**src/logic/io_switch_pkg.sv**
```systemverilog
// Package: register map, reset values, field positions and pad mode codes of the switch bank.
// Assumes byte-wide registers on 32-bit Avalon-MM words, byte address = index * 4.
package io_switch_pkg;
	// Register indices
	localparam logic [7:0] THIRD_IO_SWITCH_IDX    = 8'h0b;
	localparam logic [7:0] IO_GROUP_MODE_IDX      = 8'h0c;
	localparam logic [7:0] ANALOG_SWITCH_LOW_IDX  = 8'h0d;
	localparam logic [7:0] ANALOG_SWITCH_HIGH_IDX = 8'h0e;
	localparam logic [7:0] ROUTING_CONTROL_IDX    = 8'h20;
	localparam logic [7:0] PROTECTED_MODE_IDX     = 8'h08;
	// Reset values
	localparam logic [7:0] THIRD_IO_SWITCH_RST    = 8'h00;
	localparam logic [7:0] IO_GROUP_MODE_RST      = 8'hff;
	localparam logic [7:0] ANALOG_SWITCH_LOW_RST  = 8'h00;
	localparam logic [7:0] ANALOG_SWITCH_HIGH_RST = 8'h00;
	localparam logic [7:0] ROUTING_CONTROL_RST    = 8'h00;
	localparam logic [7:0] PROTECTED_MODE_RST     = 8'h00;
	// Field positions
	localparam int ACQUISITION_MODE_BIT = 2;
	localparam int THIRD_IO_FIELD_LSB   = 4;
	localparam int FOURTH_IO_FIELD_LSB  = 6;
	// Implemented bits of the high analog switch register, full and reduced variant
	localparam logic [7:0] ANALOG_HIGH_MASK_FULL = 8'h4f;
	localparam logic [7:0] ANALOG_HIGH_MASK_MED  = 8'h41;
	localparam logic [7:0] ROUTING_CONTROL_MASK  = 8'h04;
	// Density variants
	typedef enum logic [1:0] {
		DENSITY_LOW    = 2'h0,
		DENSITY_MEDIUM = 2'h1,
		DENSITY_MEDPLUS = 2'h2,
		DENSITY_HIGH   = 2'h3
	} density_type;
	// Pad drive modes presented to the pads
	typedef enum logic [2:0] {
		PAD_GPIO      = 3'h0,
		PAD_PP_LOW    = 3'h1,
		PAD_PP_HIGH   = 3'h3,
		PAD_FLOAT_OPEN = 3'h2,
		PAD_FLOAT_CLOSED = 3'h6,
		PAD_TIMER     = 3'h7
	} pad_mode_type;
	// Acquisition roles under hardware management
	localparam logic [1:0] ROLE_SAMPLING  = 2'h0;
	localparam logic [1:0] ROLE_ELECTRODE = 2'h1;
endpackage : io_switch_pkg

```
**src/logic/switch_cfg_if.sv**
```systemverilog
// Interface: register values shared between the register bank and the pad decoder.
// Assumes one clock domain; carries levels only.
`timescale 1ns/10ps
interface switch_cfg_if;
	logic [7:0] third_io_switch;    // Third-I/O switch bits
	logic [7:0] io_group_mode;      // Four 2-bit mode fields
	logic       acquisition_mode;   // 0 software, 1 hardware
	logic [7:0] protected_mode_bits; // Third-I/O protected-mode bits
	modport regs (output third_io_switch, output io_group_mode,
		output acquisition_mode, output protected_mode_bits);
	modport dec (input third_io_switch, input io_group_mode,
		input acquisition_mode, input protected_mode_bits);
endinterface : switch_cfg_if

```
**src/logic/io_switch_group_control.sv**
```systemverilog
// Top: Avalon-MM register bank for third-I/O switches, group modes and analog switches.
// Assumes a 10 MHz single clock, synchronous active-high reset, and pads outside.
//
// Added by the designer: the Avalon-MM slave port.
`timescale 1ns/10ps
// Function
// - Third-I/O switch register, 0x0B, reset zero
// - Unprotected: bit closes switch, channel enabled
// - Protected software: 0 low, 1 field
// - Protected hardware: 0 low, 1 timer
// - Group mode register 0x0C, reset 0xFF
// - Field codes: low, high, float open/closed
// - Float closed disables hysteresis, still readable
// - Field applies only to protected I/O
// - Hardware: 00 sampling, 01 electrode
// - Fourth field, hardware usage: low-density only
// - Analog switch low register 0x0D
// - Analog switch high register 0x0E mapping
// - Switches 9-11 absent on medium density
// - Acquisition mode bit 2 at 0x20
// - Control-mode bit selects protected mode
module io_switch_group_control #(
	parameter io_switch_pkg::density_type DENSITY = io_switch_pkg::DENSITY_LOW
) (
	input  wire logic        CLOCK,
	input  wire logic        RST,
	input  wire logic [7:0]  AVS_ADDRESS,
	input  wire logic        AVS_READ,
	input  wire logic        AVS_WRITE,
	input  wire logic [31:0] AVS_WRITEDATA,
	input  wire logic [3:0]  AVS_BYTEENABLE,
	output logic [31:0]      AVS_READDATA,
	output logic             AVS_WAITREQUEST,
	output logic [7:0]       THIRD_IO_SWITCH_CLOSED,
	output logic [7:0]       THIRD_IO_DRIVE_EN,
	output logic [7:0]       THIRD_IO_DRIVE_HIGH,
	output logic [7:0]       THIRD_IO_TIMER_CTRL,
	output logic [7:0]       THIRD_IO_ELECTRODE,
	output logic [7:0]       THIRD_IO_HYST_OFF,
	output logic [7:0]       THIRD_IO_PROTECTED,
	output logic [7:0]       GROUP_MODE_FIELDS,
	output logic             ACQUISITION_HW,
	output logic [14:0]      ANALOG_SWITCH_CLOSED
);
	initial begin
		if (DENSITY > io_switch_pkg::DENSITY_HIGH) $error("Bad density");
	end

	switch_cfg_if cfg ();

	logic [7:0] third_io_switch_r;     // Switch bits of the third I/O
	logic [7:0] io_group_mode_r;       // Group mode fields
	logic [7:0] analog_switch_low_r;   // Switches 7..0
	logic [7:0] analog_switch_high_r;  // Switches 14, 11..8
	logic [7:0] routing_control_r;     // Acquisition mode only
	logic [7:0] protected_mode_bits_r; // Third-I/O control-mode bits
	logic       ack_r;                 // Answer cycle
	logic [31:0] rdata_nxt;            // Read mux
	logic [5:0] idx;                   // Word index
	logic       req;                   // Request pending
	logic       wr_en;                 // Write takes effect
	logic [7:0] wbyte;                 // Low write byte
	logic [7:0] high_mask;             // Implemented high-switch bits
	logic [7:0] mode_mask;             // Implemented group mode bits

	assign idx   = AVS_ADDRESS[7:2];
	assign req   = AVS_READ || AVS_WRITE;
	assign wr_en = AVS_WRITE && ack_r && AVS_BYTEENABLE[0];
	assign wbyte = AVS_WRITEDATA[7:0];
	assign high_mask = (DENSITY == io_switch_pkg::DENSITY_MEDIUM)
		? io_switch_pkg::ANALOG_HIGH_MASK_MED : io_switch_pkg::ANALOG_HIGH_MASK_FULL;
	assign mode_mask = (DENSITY == io_switch_pkg::DENSITY_LOW) ? 8'hff : 8'h3f;

	// Register exposure to the decoder
	assign cfg.third_io_switch     = third_io_switch_r;
	assign cfg.io_group_mode       = io_group_mode_r;
	assign cfg.acquisition_mode    = routing_control_r[io_switch_pkg::ACQUISITION_MODE_BIT];
	assign cfg.protected_mode_bits = protected_mode_bits_r;

	// Waitrequest handshake: one wait cycle, then answer
	always_ff @(posedge CLOCK) begin
		if (RST) begin
			ack_r <= 1'b0;
		end else begin
			ack_r <= req && !ack_r;
		end
	end
	always_ff @(posedge CLOCK) begin
		if (RST) begin
			AVS_WAITREQUEST <= 1'b1;
		end else begin
			AVS_WAITREQUEST <= !(req && !ack_r);
		end
	end

	// Third-I/O switch register
	always_ff @(posedge CLOCK) begin
		if (RST) begin
			third_io_switch_r <= io_switch_pkg::THIRD_IO_SWITCH_RST;
		end else if (wr_en && idx == io_switch_pkg::THIRD_IO_SWITCH_IDX[5:0]) begin
			third_io_switch_r <= wbyte;
		end
	end
	// Group mode register; fourth field absent off low density
	always_ff @(posedge CLOCK) begin
		if (RST) begin
			io_group_mode_r <= io_switch_pkg::IO_GROUP_MODE_RST & mode_mask;
		end else if (wr_en && idx == io_switch_pkg::IO_GROUP_MODE_IDX[5:0]) begin
			io_group_mode_r <= wbyte & mode_mask;
		end
	end
	// Analog switch low register
	always_ff @(posedge CLOCK) begin
		if (RST) begin
			analog_switch_low_r <= io_switch_pkg::ANALOG_SWITCH_LOW_RST;
		end else if (wr_en && idx == io_switch_pkg::ANALOG_SWITCH_LOW_IDX[5:0]) begin
			analog_switch_low_r <= wbyte;
		end
	end
	// Analog switch high register, reserved bits held clear
	always_ff @(posedge CLOCK) begin
		if (RST) begin
			analog_switch_high_r <= io_switch_pkg::ANALOG_SWITCH_HIGH_RST;
		end else if (wr_en && idx == io_switch_pkg::ANALOG_SWITCH_HIGH_IDX[5:0]) begin
			analog_switch_high_r <= wbyte & high_mask;
		end
	end
	// Routing control: acquisition mode bit only
	always_ff @(posedge CLOCK) begin
		if (RST) begin
			routing_control_r <= io_switch_pkg::ROUTING_CONTROL_RST;
		end else if (wr_en && idx == io_switch_pkg::ROUTING_CONTROL_IDX[5:0]) begin
			routing_control_r <= wbyte & io_switch_pkg::ROUTING_CONTROL_MASK;
		end
	end
	// Third-I/O control-mode bits
	always_ff @(posedge CLOCK) begin
		if (RST) begin
			protected_mode_bits_r <= io_switch_pkg::PROTECTED_MODE_RST;
		end else if (wr_en && idx == io_switch_pkg::PROTECTED_MODE_IDX[5:0]) begin
			protected_mode_bits_r <= wbyte;
		end
	end

	// Read mux; unmapped words read zero
	always_comb begin
		rdata_nxt = 32'h0000_0000;
		unique case (idx)
			io_switch_pkg::THIRD_IO_SWITCH_IDX[5:0]:    rdata_nxt[7:0] = third_io_switch_r;
			io_switch_pkg::IO_GROUP_MODE_IDX[5:0]:      rdata_nxt[7:0] = io_group_mode_r;
			io_switch_pkg::ANALOG_SWITCH_LOW_IDX[5:0]:  rdata_nxt[7:0] = analog_switch_low_r;
			io_switch_pkg::ANALOG_SWITCH_HIGH_IDX[5:0]: rdata_nxt[7:0] = analog_switch_high_r;
			io_switch_pkg::ROUTING_CONTROL_IDX[5:0]:    rdata_nxt[7:0] = routing_control_r;
			io_switch_pkg::PROTECTED_MODE_IDX[5:0]:     rdata_nxt[7:0] = protected_mode_bits_r;
			default:                                    rdata_nxt = 32'h0000_0000;
		endcase
	end
	// Read data registered on the wait cycle, valid while waitrequest is low
	always_ff @(posedge CLOCK) begin
		if (RST) begin
			AVS_READDATA <= 32'h0000_0000;
		end else if (AVS_READ && !ack_r) begin
			AVS_READDATA <= rdata_nxt;
		end
	end

	// Pad mode decoding
	io_switch_pkg::pad_mode_type mode [8]; // Per-I/O mode
	logic [7:0] electrode;                  // Electrode role
	logic [7:0] hyst;                       // Hysteresis off

	third_io_decoder #(.DENSITY(DENSITY)) u_dec (
		.cfg            (cfg.dec),
		.mode           (mode),
		.role_electrode (electrode),
		.hyst_off       (hyst)
	);

	// Registered pad controls
	always_ff @(posedge CLOCK) begin
		if (RST) begin
			THIRD_IO_SWITCH_CLOSED <= 8'h00;
			THIRD_IO_DRIVE_EN      <= 8'h00;
			THIRD_IO_DRIVE_HIGH    <= 8'h00;
			THIRD_IO_TIMER_CTRL    <= 8'h00;
		end else begin
			for (int i = 0; i < 8; i++) begin
				THIRD_IO_SWITCH_CLOSED[i] <= (mode[i] == io_switch_pkg::PAD_FLOAT_CLOSED);
				THIRD_IO_DRIVE_EN[i]      <= (mode[i] == io_switch_pkg::PAD_PP_LOW)
					|| (mode[i] == io_switch_pkg::PAD_PP_HIGH);
				THIRD_IO_DRIVE_HIGH[i]    <= (mode[i] == io_switch_pkg::PAD_PP_HIGH);
				THIRD_IO_TIMER_CTRL[i]    <= (mode[i] == io_switch_pkg::PAD_TIMER);
			end
		end
	end
	// Registered roles, hysteresis and status copies
	always_ff @(posedge CLOCK) begin
		if (RST) begin
			THIRD_IO_ELECTRODE <= 8'h00;
			THIRD_IO_HYST_OFF  <= 8'h00;
			THIRD_IO_PROTECTED <= 8'h00;
			GROUP_MODE_FIELDS  <= 8'h00;
			ACQUISITION_HW     <= 1'b0;
		end else begin
			THIRD_IO_ELECTRODE <= electrode;
			THIRD_IO_HYST_OFF  <= hyst;
			THIRD_IO_PROTECTED <= protected_mode_bits_r;
			GROUP_MODE_FIELDS  <= io_group_mode_r;
			ACQUISITION_HW     <= routing_control_r[io_switch_pkg::ACQUISITION_MODE_BIT];
		end
	end
	// Analog switch outputs, 12 and 13 absent
	always_ff @(posedge CLOCK) begin
		if (RST) begin
			ANALOG_SWITCH_CLOSED <= 15'h0000;
		end else begin
			ANALOG_SWITCH_CLOSED <= {analog_switch_high_r[6], 2'b00,
				analog_switch_high_r[3:0], analog_switch_low_r};
		end
	end
endmodule : io_switch_group_control

```
**src/logic/third_io_decoder.sv**
```systemverilog
// Pad decoder: turns switch, mode and protection bits into a mode per third I/O.
// Assumes registered inputs on the same clock; output is combinational.
`timescale 1ns/10ps
module third_io_decoder #(
	parameter io_switch_pkg::density_type DENSITY = io_switch_pkg::DENSITY_LOW
) (
	switch_cfg_if.dec                       cfg,
	output io_switch_pkg::pad_mode_type     mode [8],
	output logic [7:0]                      role_electrode,
	output logic [7:0]                      hyst_off
);
	// Decode of one 2-bit field in software-managed acquisition
	function automatic io_switch_pkg::pad_mode_type sw_mode(input logic [1:0] f);
		unique case (f)
			2'b00: sw_mode = io_switch_pkg::PAD_PP_LOW;
			2'b01: sw_mode = io_switch_pkg::PAD_PP_HIGH;
			2'b10: sw_mode = io_switch_pkg::PAD_FLOAT_OPEN;
			2'b11: sw_mode = io_switch_pkg::PAD_FLOAT_CLOSED;
		endcase
	endfunction : sw_mode

	logic [1:0] field; // Third-I/O mode field
	assign field = cfg.io_group_mode[io_switch_pkg::THIRD_IO_FIELD_LSB +: 2];
	// Hardware usage encoding only exists on the low-density variant
	logic hw_acq;
	assign hw_acq = cfg.acquisition_mode && (DENSITY == io_switch_pkg::DENSITY_LOW);

	genvar g;
	generate
		for (g = 0; g < 8; g++) begin : gen_io
			// Per-I/O mode selection
			always_comb begin
				role_electrode[g] = 1'b0;
				if (!cfg.protected_mode_bits[g]) begin
					mode[g] = cfg.third_io_switch[g] ? io_switch_pkg::PAD_FLOAT_CLOSED
						: io_switch_pkg::PAD_GPIO;
				end else if (!cfg.third_io_switch[g]) begin
					mode[g] = io_switch_pkg::PAD_PP_LOW;
				end else if (hw_acq) begin
					mode[g] = io_switch_pkg::PAD_TIMER;
					role_electrode[g] = (field == io_switch_pkg::ROLE_ELECTRODE);
				end else begin
					mode[g] = sw_mode(field);
				end
				hyst_off[g] = (mode[g] == io_switch_pkg::PAD_FLOAT_CLOSED)
					&& cfg.protected_mode_bits[g];
			end
		end
	endgenerate
endmodule : third_io_decoder
```
**config.mk**
```make
export PLATFORM = sky130hd
export DESIGN_NAME = io_switch_group_control
export DESIGN_NICKNAME = d
export VERILOG_FILES = /design/src/logic/io_switch_pkg.sv /design/src/logic/switch_cfg_if.sv /design/src/logic/io_switch_group_control.sv /design/src/logic/third_io_decoder.sv
export SDC_FILE = /design/constraint.sdc
export NUM_CORES = 1
export LEC_CHECK = 0
export ABC_AREA = 0
export BUFFER_PORTS_ARGS = -buffer_cell sky130_fd_sc_hd__buf_2
export CAP_MARGIN = 20
export CORE_ASPECT_RATIO = 0.5
export CORE_UTILIZATION = 49
export CTS_CLUSTER_DIAMETER = 150
export DETAILED_ROUTE_END_ITERATION = 8
export GPL_TIMING_DRIVEN = 0
export PLACE_DENSITY = 0.89
export SLEW_MARGIN = 40
export SYNTH_ARGS = -nofsm -noshare
export SYNTH_HDL_FRONTEND = slang
export SYNTH_SLANG_ARGS = --single-unit
```
**constraint.sdc**
```tcl
create_clock -name CLOCK -period 2.25 [get_ports CLOCK]
set_input_delay 0.45 -clock CLOCK [delete_from_list [all_inputs] [get_ports CLOCK]]
set_output_delay 0.45 -clock CLOCK [all_outputs]
set_load 0.02 [all_outputs]
```
[After elaboration in Yosys (flattened, before gate mapping)]
Cells that the tools add are included.
Widths: inputs -> output; s select.
Operators by class
  equal/unequal tests: 41
  muxes and demuxes: 28
  bitwise operators: 16
  reductions and logical operators: 38
Operators by type and width (count)
  $mux 3: 25
  $eq 3x3->1 const B: 16
  $pmux 8 s6: 1
  $eq 6x4->1 const B: 5
  $eq 3x1->1 const B: 8
  $eq 3x2->1 const B: 8
  $reduce_or 3->1: 8
  $logic_and 1x1->1: 18
  $not 1->1: 16
  $pmux 3 s4: 1
  $logic_or 1x1->1: 9
  $eq 6x6->1 const B: 1
  $eq 2x2->1 const B: 2
  $eq 2x1->1 const B: 1
  $logic_not 1->1: 2
  $logic_not 2->1: 1
  $mux 1: 1
Word-level totals
  flip-flop bits (word level): 128
  bits of input ports: 48

[Longest topological paths before layout]
  depth in word-level cells: 7
  depth in mapped cells: 7
  depth with buffers taken out: 4

[Modules after synthesis]
Synthesis repeated with hierarchy kept, for this count alone.
Unflattened totals
  cells, all modules: 480
  area total of the unflattened synthesis: 4845.9 um2
Modules (own cells, without submodules)
  io_switch_group_control: times used 1, cells an instance 425, area each 4514.3 um2, seq. area each 2522.4 um2
  third_io_decoder: times used 1, cells an instance 55, area each 331.6 um2, seq. area each 0.0 um2

[Worst setup path after synthesis]
No wires, ideal clock.
  kind: input to register
  start point: input AVS_ADDRESS[2]
  end point: register AVS_READDATA[4]
  data arrival time: 1.591 ns
  data required time: 2.116 ns
  slack: 0.525 ns
  stages: 5
  cells stage by stage: buf_2 > buf_2 > mux2_2 > a222oi_1 > o21ai_0
Between the ends
  cells in the longest elaborated chain, start to end: 2
  elaborated cells on any way between the ends: 7
RTL lines
  start: declaration: RTL line io_switch_group_control.sv:27  | input wire logic [7:0] AVS_ADDRESS,
  $eq 6x4->1 / $eq 6x6->1 (equally long branches): RTL line io_switch_group_control.sv:148  | unique case (idx)
  $pmux 8 s6 *: RTL line io_switch_group_control.sv:148
  end signal: assignment: RTL line io_switch_group_control.sv:163  | AVS_READDATA <= rdata_nxt;
  end: declaration: RTL line io_switch_group_control.sv:32  | output logic [31:0] AVS_READDATA,
Every way passes the cells marked *; elsewhere a longest branch is shown, timed or not.
A chain may end at the register's enable or synchronous reset.

[Worst setup path in the final report]
  start point: register ack_r
  end point: register protected_mode_bits_r[3] (netlist: cfg.protected_mode_bits[3])
Between the ends
  cells in the longest elaborated chain, start to end: 3
RTL lines
  start: declaration: RTL line io_switch_group_control.sv:57  | logic ack_r;
  start signal: assignment: RTL line io_switch_group_control.sv:85  | ack_r <= req && !ack_r;
  $logic_and 1x1->1 (2 in series): RTL line io_switch_group_control.sv:68  | assign wr_en = AVS_WRITE && ack_r && AVS_BYTEENABLE[0];
  $logic_and 1x1->1: RTL line io_switch_group_control.sv:140  | end else if (wr_en && idx == io_switch_pkg::PROTECTED_MODE_IDX[5:0]) begin
  end signal: assignment: RTL line io_switch_group_control.sv:139  | protected_mode_bits_r <= io_switch_pkg::PROTECTED_MODE_RST;
  end signal: assignment: RTL line io_switch_group_control.sv:141  | protected_mode_bits_r <= wbyte;
  end: declaration: RTL line io_switch_group_control.sv:56  | logic [7:0] protected_mode_bits_r;
No other way between the ends.

==> results.cfg <==
[worst_setup_path]
critPathMaxFanout = 10
path_class = flop to flop
arrival_ps = 2110
critical_path_required_ps = 2520
startpoint = ack_r$_SDFF_PP0_
r2r_slack_ps = 410
reg2reg_from = ack_r$_SDFF_PP0_
cp-end-kind = flop
regToRegEndpoint = cfg.protected_mode_bits[3]$_SDFFE_PP0P_
rr_worst_depth = 5
critical_path.startpoint_type = flop

[clock_network]
cts.root.buffer_cell = clkbuf_16
cts.repair.resized = 0
numCtsBuffers = 17
cts_buffer_depth = 2
tritoncts_num_sinks = 126
ctsHoldBuffers = 0
worstSkewPairLatency_ps = 420
post_cts_buffers = 0
cts_tree = yes
h-tree-depth = 4
clk_pin_slew_ps = 60

[timing]
worstMarginPinSlew_ps = 802
fmax_ghz = 0.544
fin_crit_sh = 0.816
grt_setup_unrepaired = false
finalHoldViolCount = 0
fin_crit_ps = 1840
maxSlewViolCount = 0
fin_worst_skew_ps = 10.1
finalSetupViolations = 0
tns_ps = 0
slew_headroom = 0.461

[logic_synthesis]
ys_types = 42
yosys_warnings = 0
syn_inst = 428
async_reset_ff_frac = 0
ys_ff_latch = 126
synth_area_um2 = 4500
synth_edf_count = 0
synth_top_flop_cell = dfxtp_1
ys_seq_area_frac = 0.561
syn_avg_cell_area_um2 = 10.5

[finish]
drive_gt1_frac = 0.303
final_area_um2 = 5820
fillCellCount = 604
top_register = ANALOG_SWITCH_CLOSED
instances_no_fill = 704
antennaDiodeCount = 0
layout.nets = 624
largest_reg_flops = 13
area_growth_pct = 29.4

[die]
dieArea_um2 = 9590
fp.coreArea_um2 = 8800
rows = 24
die_w_um = 137
ios = 161
start_util = 0.511
die_h_um = 69.7

[placed_design]
port_buffers = 104
hpwl_um = 7550
globalplace.congestion = 0.923
dp_cells = 674
placed_cell_area_um2 = 5260

[min_path]
whs_path_depth = 2
hold_path.startpoint = AVS_READ
holdPathEnd = AVS_WAITREQUEST$_SDFF_PP1_
hold_class = primary input to flop

[power_and_ir_drop]
powerDensity_nw_per_um2 = 872
ir_drop_v = 0.000617
power.leakage_nw = 2.57

[global_routing]
antenna_found_initial = 0
grt-ovfl-total = 0
grt_pass1_wl_um = 17700
grt_pass1_vias = 3502
grt_usage = 0.252
grt_max_degree = 17

[route]
ant_nets = 0
m1WireLength_um = 4590
drc = 0
top_layer = met4
wl_met3_um = 988
drtIter0Drc = 335
num_vias = 3671
wl_um = 11400
wl_met2_um = 5370
wl_per_cell_um = 16.2
drtPass1Iterations = 6
via_per_inst = 5.21

[status]
status = finished, final reports clean

[job]
cap_violations = 0
[report_power, final]
part           switching (mW)  internal [mW]  total, mW
clock network           0.926           1.65       2.57
logic                   0.161         0.0826      0.244
registers             0.00541           2.25       2.25
total                    1.09           3.98       5.07
[worst max path at each step]
stage / end / slack (ps)
after global placement: AVS_READDATA[7]$_SDFFE_PP0P_ / 230
after CTS: cfg.protected_mode_bits[3]$_SDFFE_PP0P_ / 470
after global routing: cfg.protected_mode_bits[3]$_SDFFE_PP0P_ / 350
after floorplan: AVS_READDATA[4]$_SDFFE_PP0P_ / 530
after detailed placement: AVS_READDATA[5]$_SDFFE_PP0P_ / 230
final: cfg.protected_mode_bits[3]$_SDFFE_PP0P_ / 410
[placed cells by master (no fill, tap or decap), drive strengths merged, types with 9 or more instances in the layout]
| master | Yosys | routed |
|---|---|---|
| a21boi | 9 | 9 |
| a21oi | 16 | 16 |
| and2 | 10 | 10 |
| and3 | 10 | 10 |
| buf | 33 | 137 |
| clkbuf | 11 | 36 |
| conb | 1 | 26 |
| dfxtp | 126 | 126 |
| mux2i | 26 | 26 |
| nand2 | 24 | 24 |
| nand2b | 10 | 10 |
| nand3 | 12 | 12 |
| nor2 | 43 | 43 |
| nor2b | 40 | 40 |
[worst max-delay path: stages (launching register included)]
cell and delay [ps]:
dfxtp_1 400, and3_2 190, clkbuf_1 410, nand3_1 410
nand2_1 190, a21oi_1 90
[area by class of cell]
cell class	instances	area, um2	area share
inverters	3	11.3	0.00194
well taps	117	146	0.0252
repair buffers	104	520	0.0895
plain buffers	44	278	0.0477
clock inverters	5	56.3	0.00968
flip-flops and latches	126	2520	0.434
multi-input cells	280	1780	0.306
clock buffers	25	505	0.0869
[metal layers]
layer | track usage | up-vias
met3 | 0.0768 | 44
li1 | - | 1707
met2 | 0.390 | 222
met4 | 0.177 | 0
met1 | 0.298 | 1698
met5 | 0 | -
[through the flow]
step                power, mW  hold WS (ps)  utilization  worst slack (ps)
floorplan                2.46           448            -               525
global placement         2.53           436        0.597               234
detailed placement       2.53           451        0.597               234
CTS                      5.08           263        0.661               474
global route             5.20           295        0.661               345
finish                   5.07           278        0.661               413
[synth_stat cells (4+ instances only)]
master       n  area share
nor2b_1     40       0.056
a211o_1      8       0.016
nand3_1     11       0.012
o2bb2ai_1    4      0.0078
a222oi_1     7       0.016
and3_1       9       0.013
and2_1      10       0.014
clkbuf_1    11      0.0092
o21ai_0      8      0.0089
nor2_1      43       0.036
dfxtp_1    126        0.56
nor4_4       4       0.019
nand2_1     24       0.020
mux2i_1     26       0.058
nand2b_1    10       0.014
a21oi_1     16       0.018
buf_4       29       0.048
a21boi_0     9       0.015
[logic make-up after synthesis]
group                  synth area share
AOI/OAI and AO/OA                0.0921
buffers and inverters            0.0643
DFF                               0.561
muxes                            0.0654
other                          0.000834
and+or+nand+nor                   0.216
Note: power is estimated with default switching activity, not from simulation.
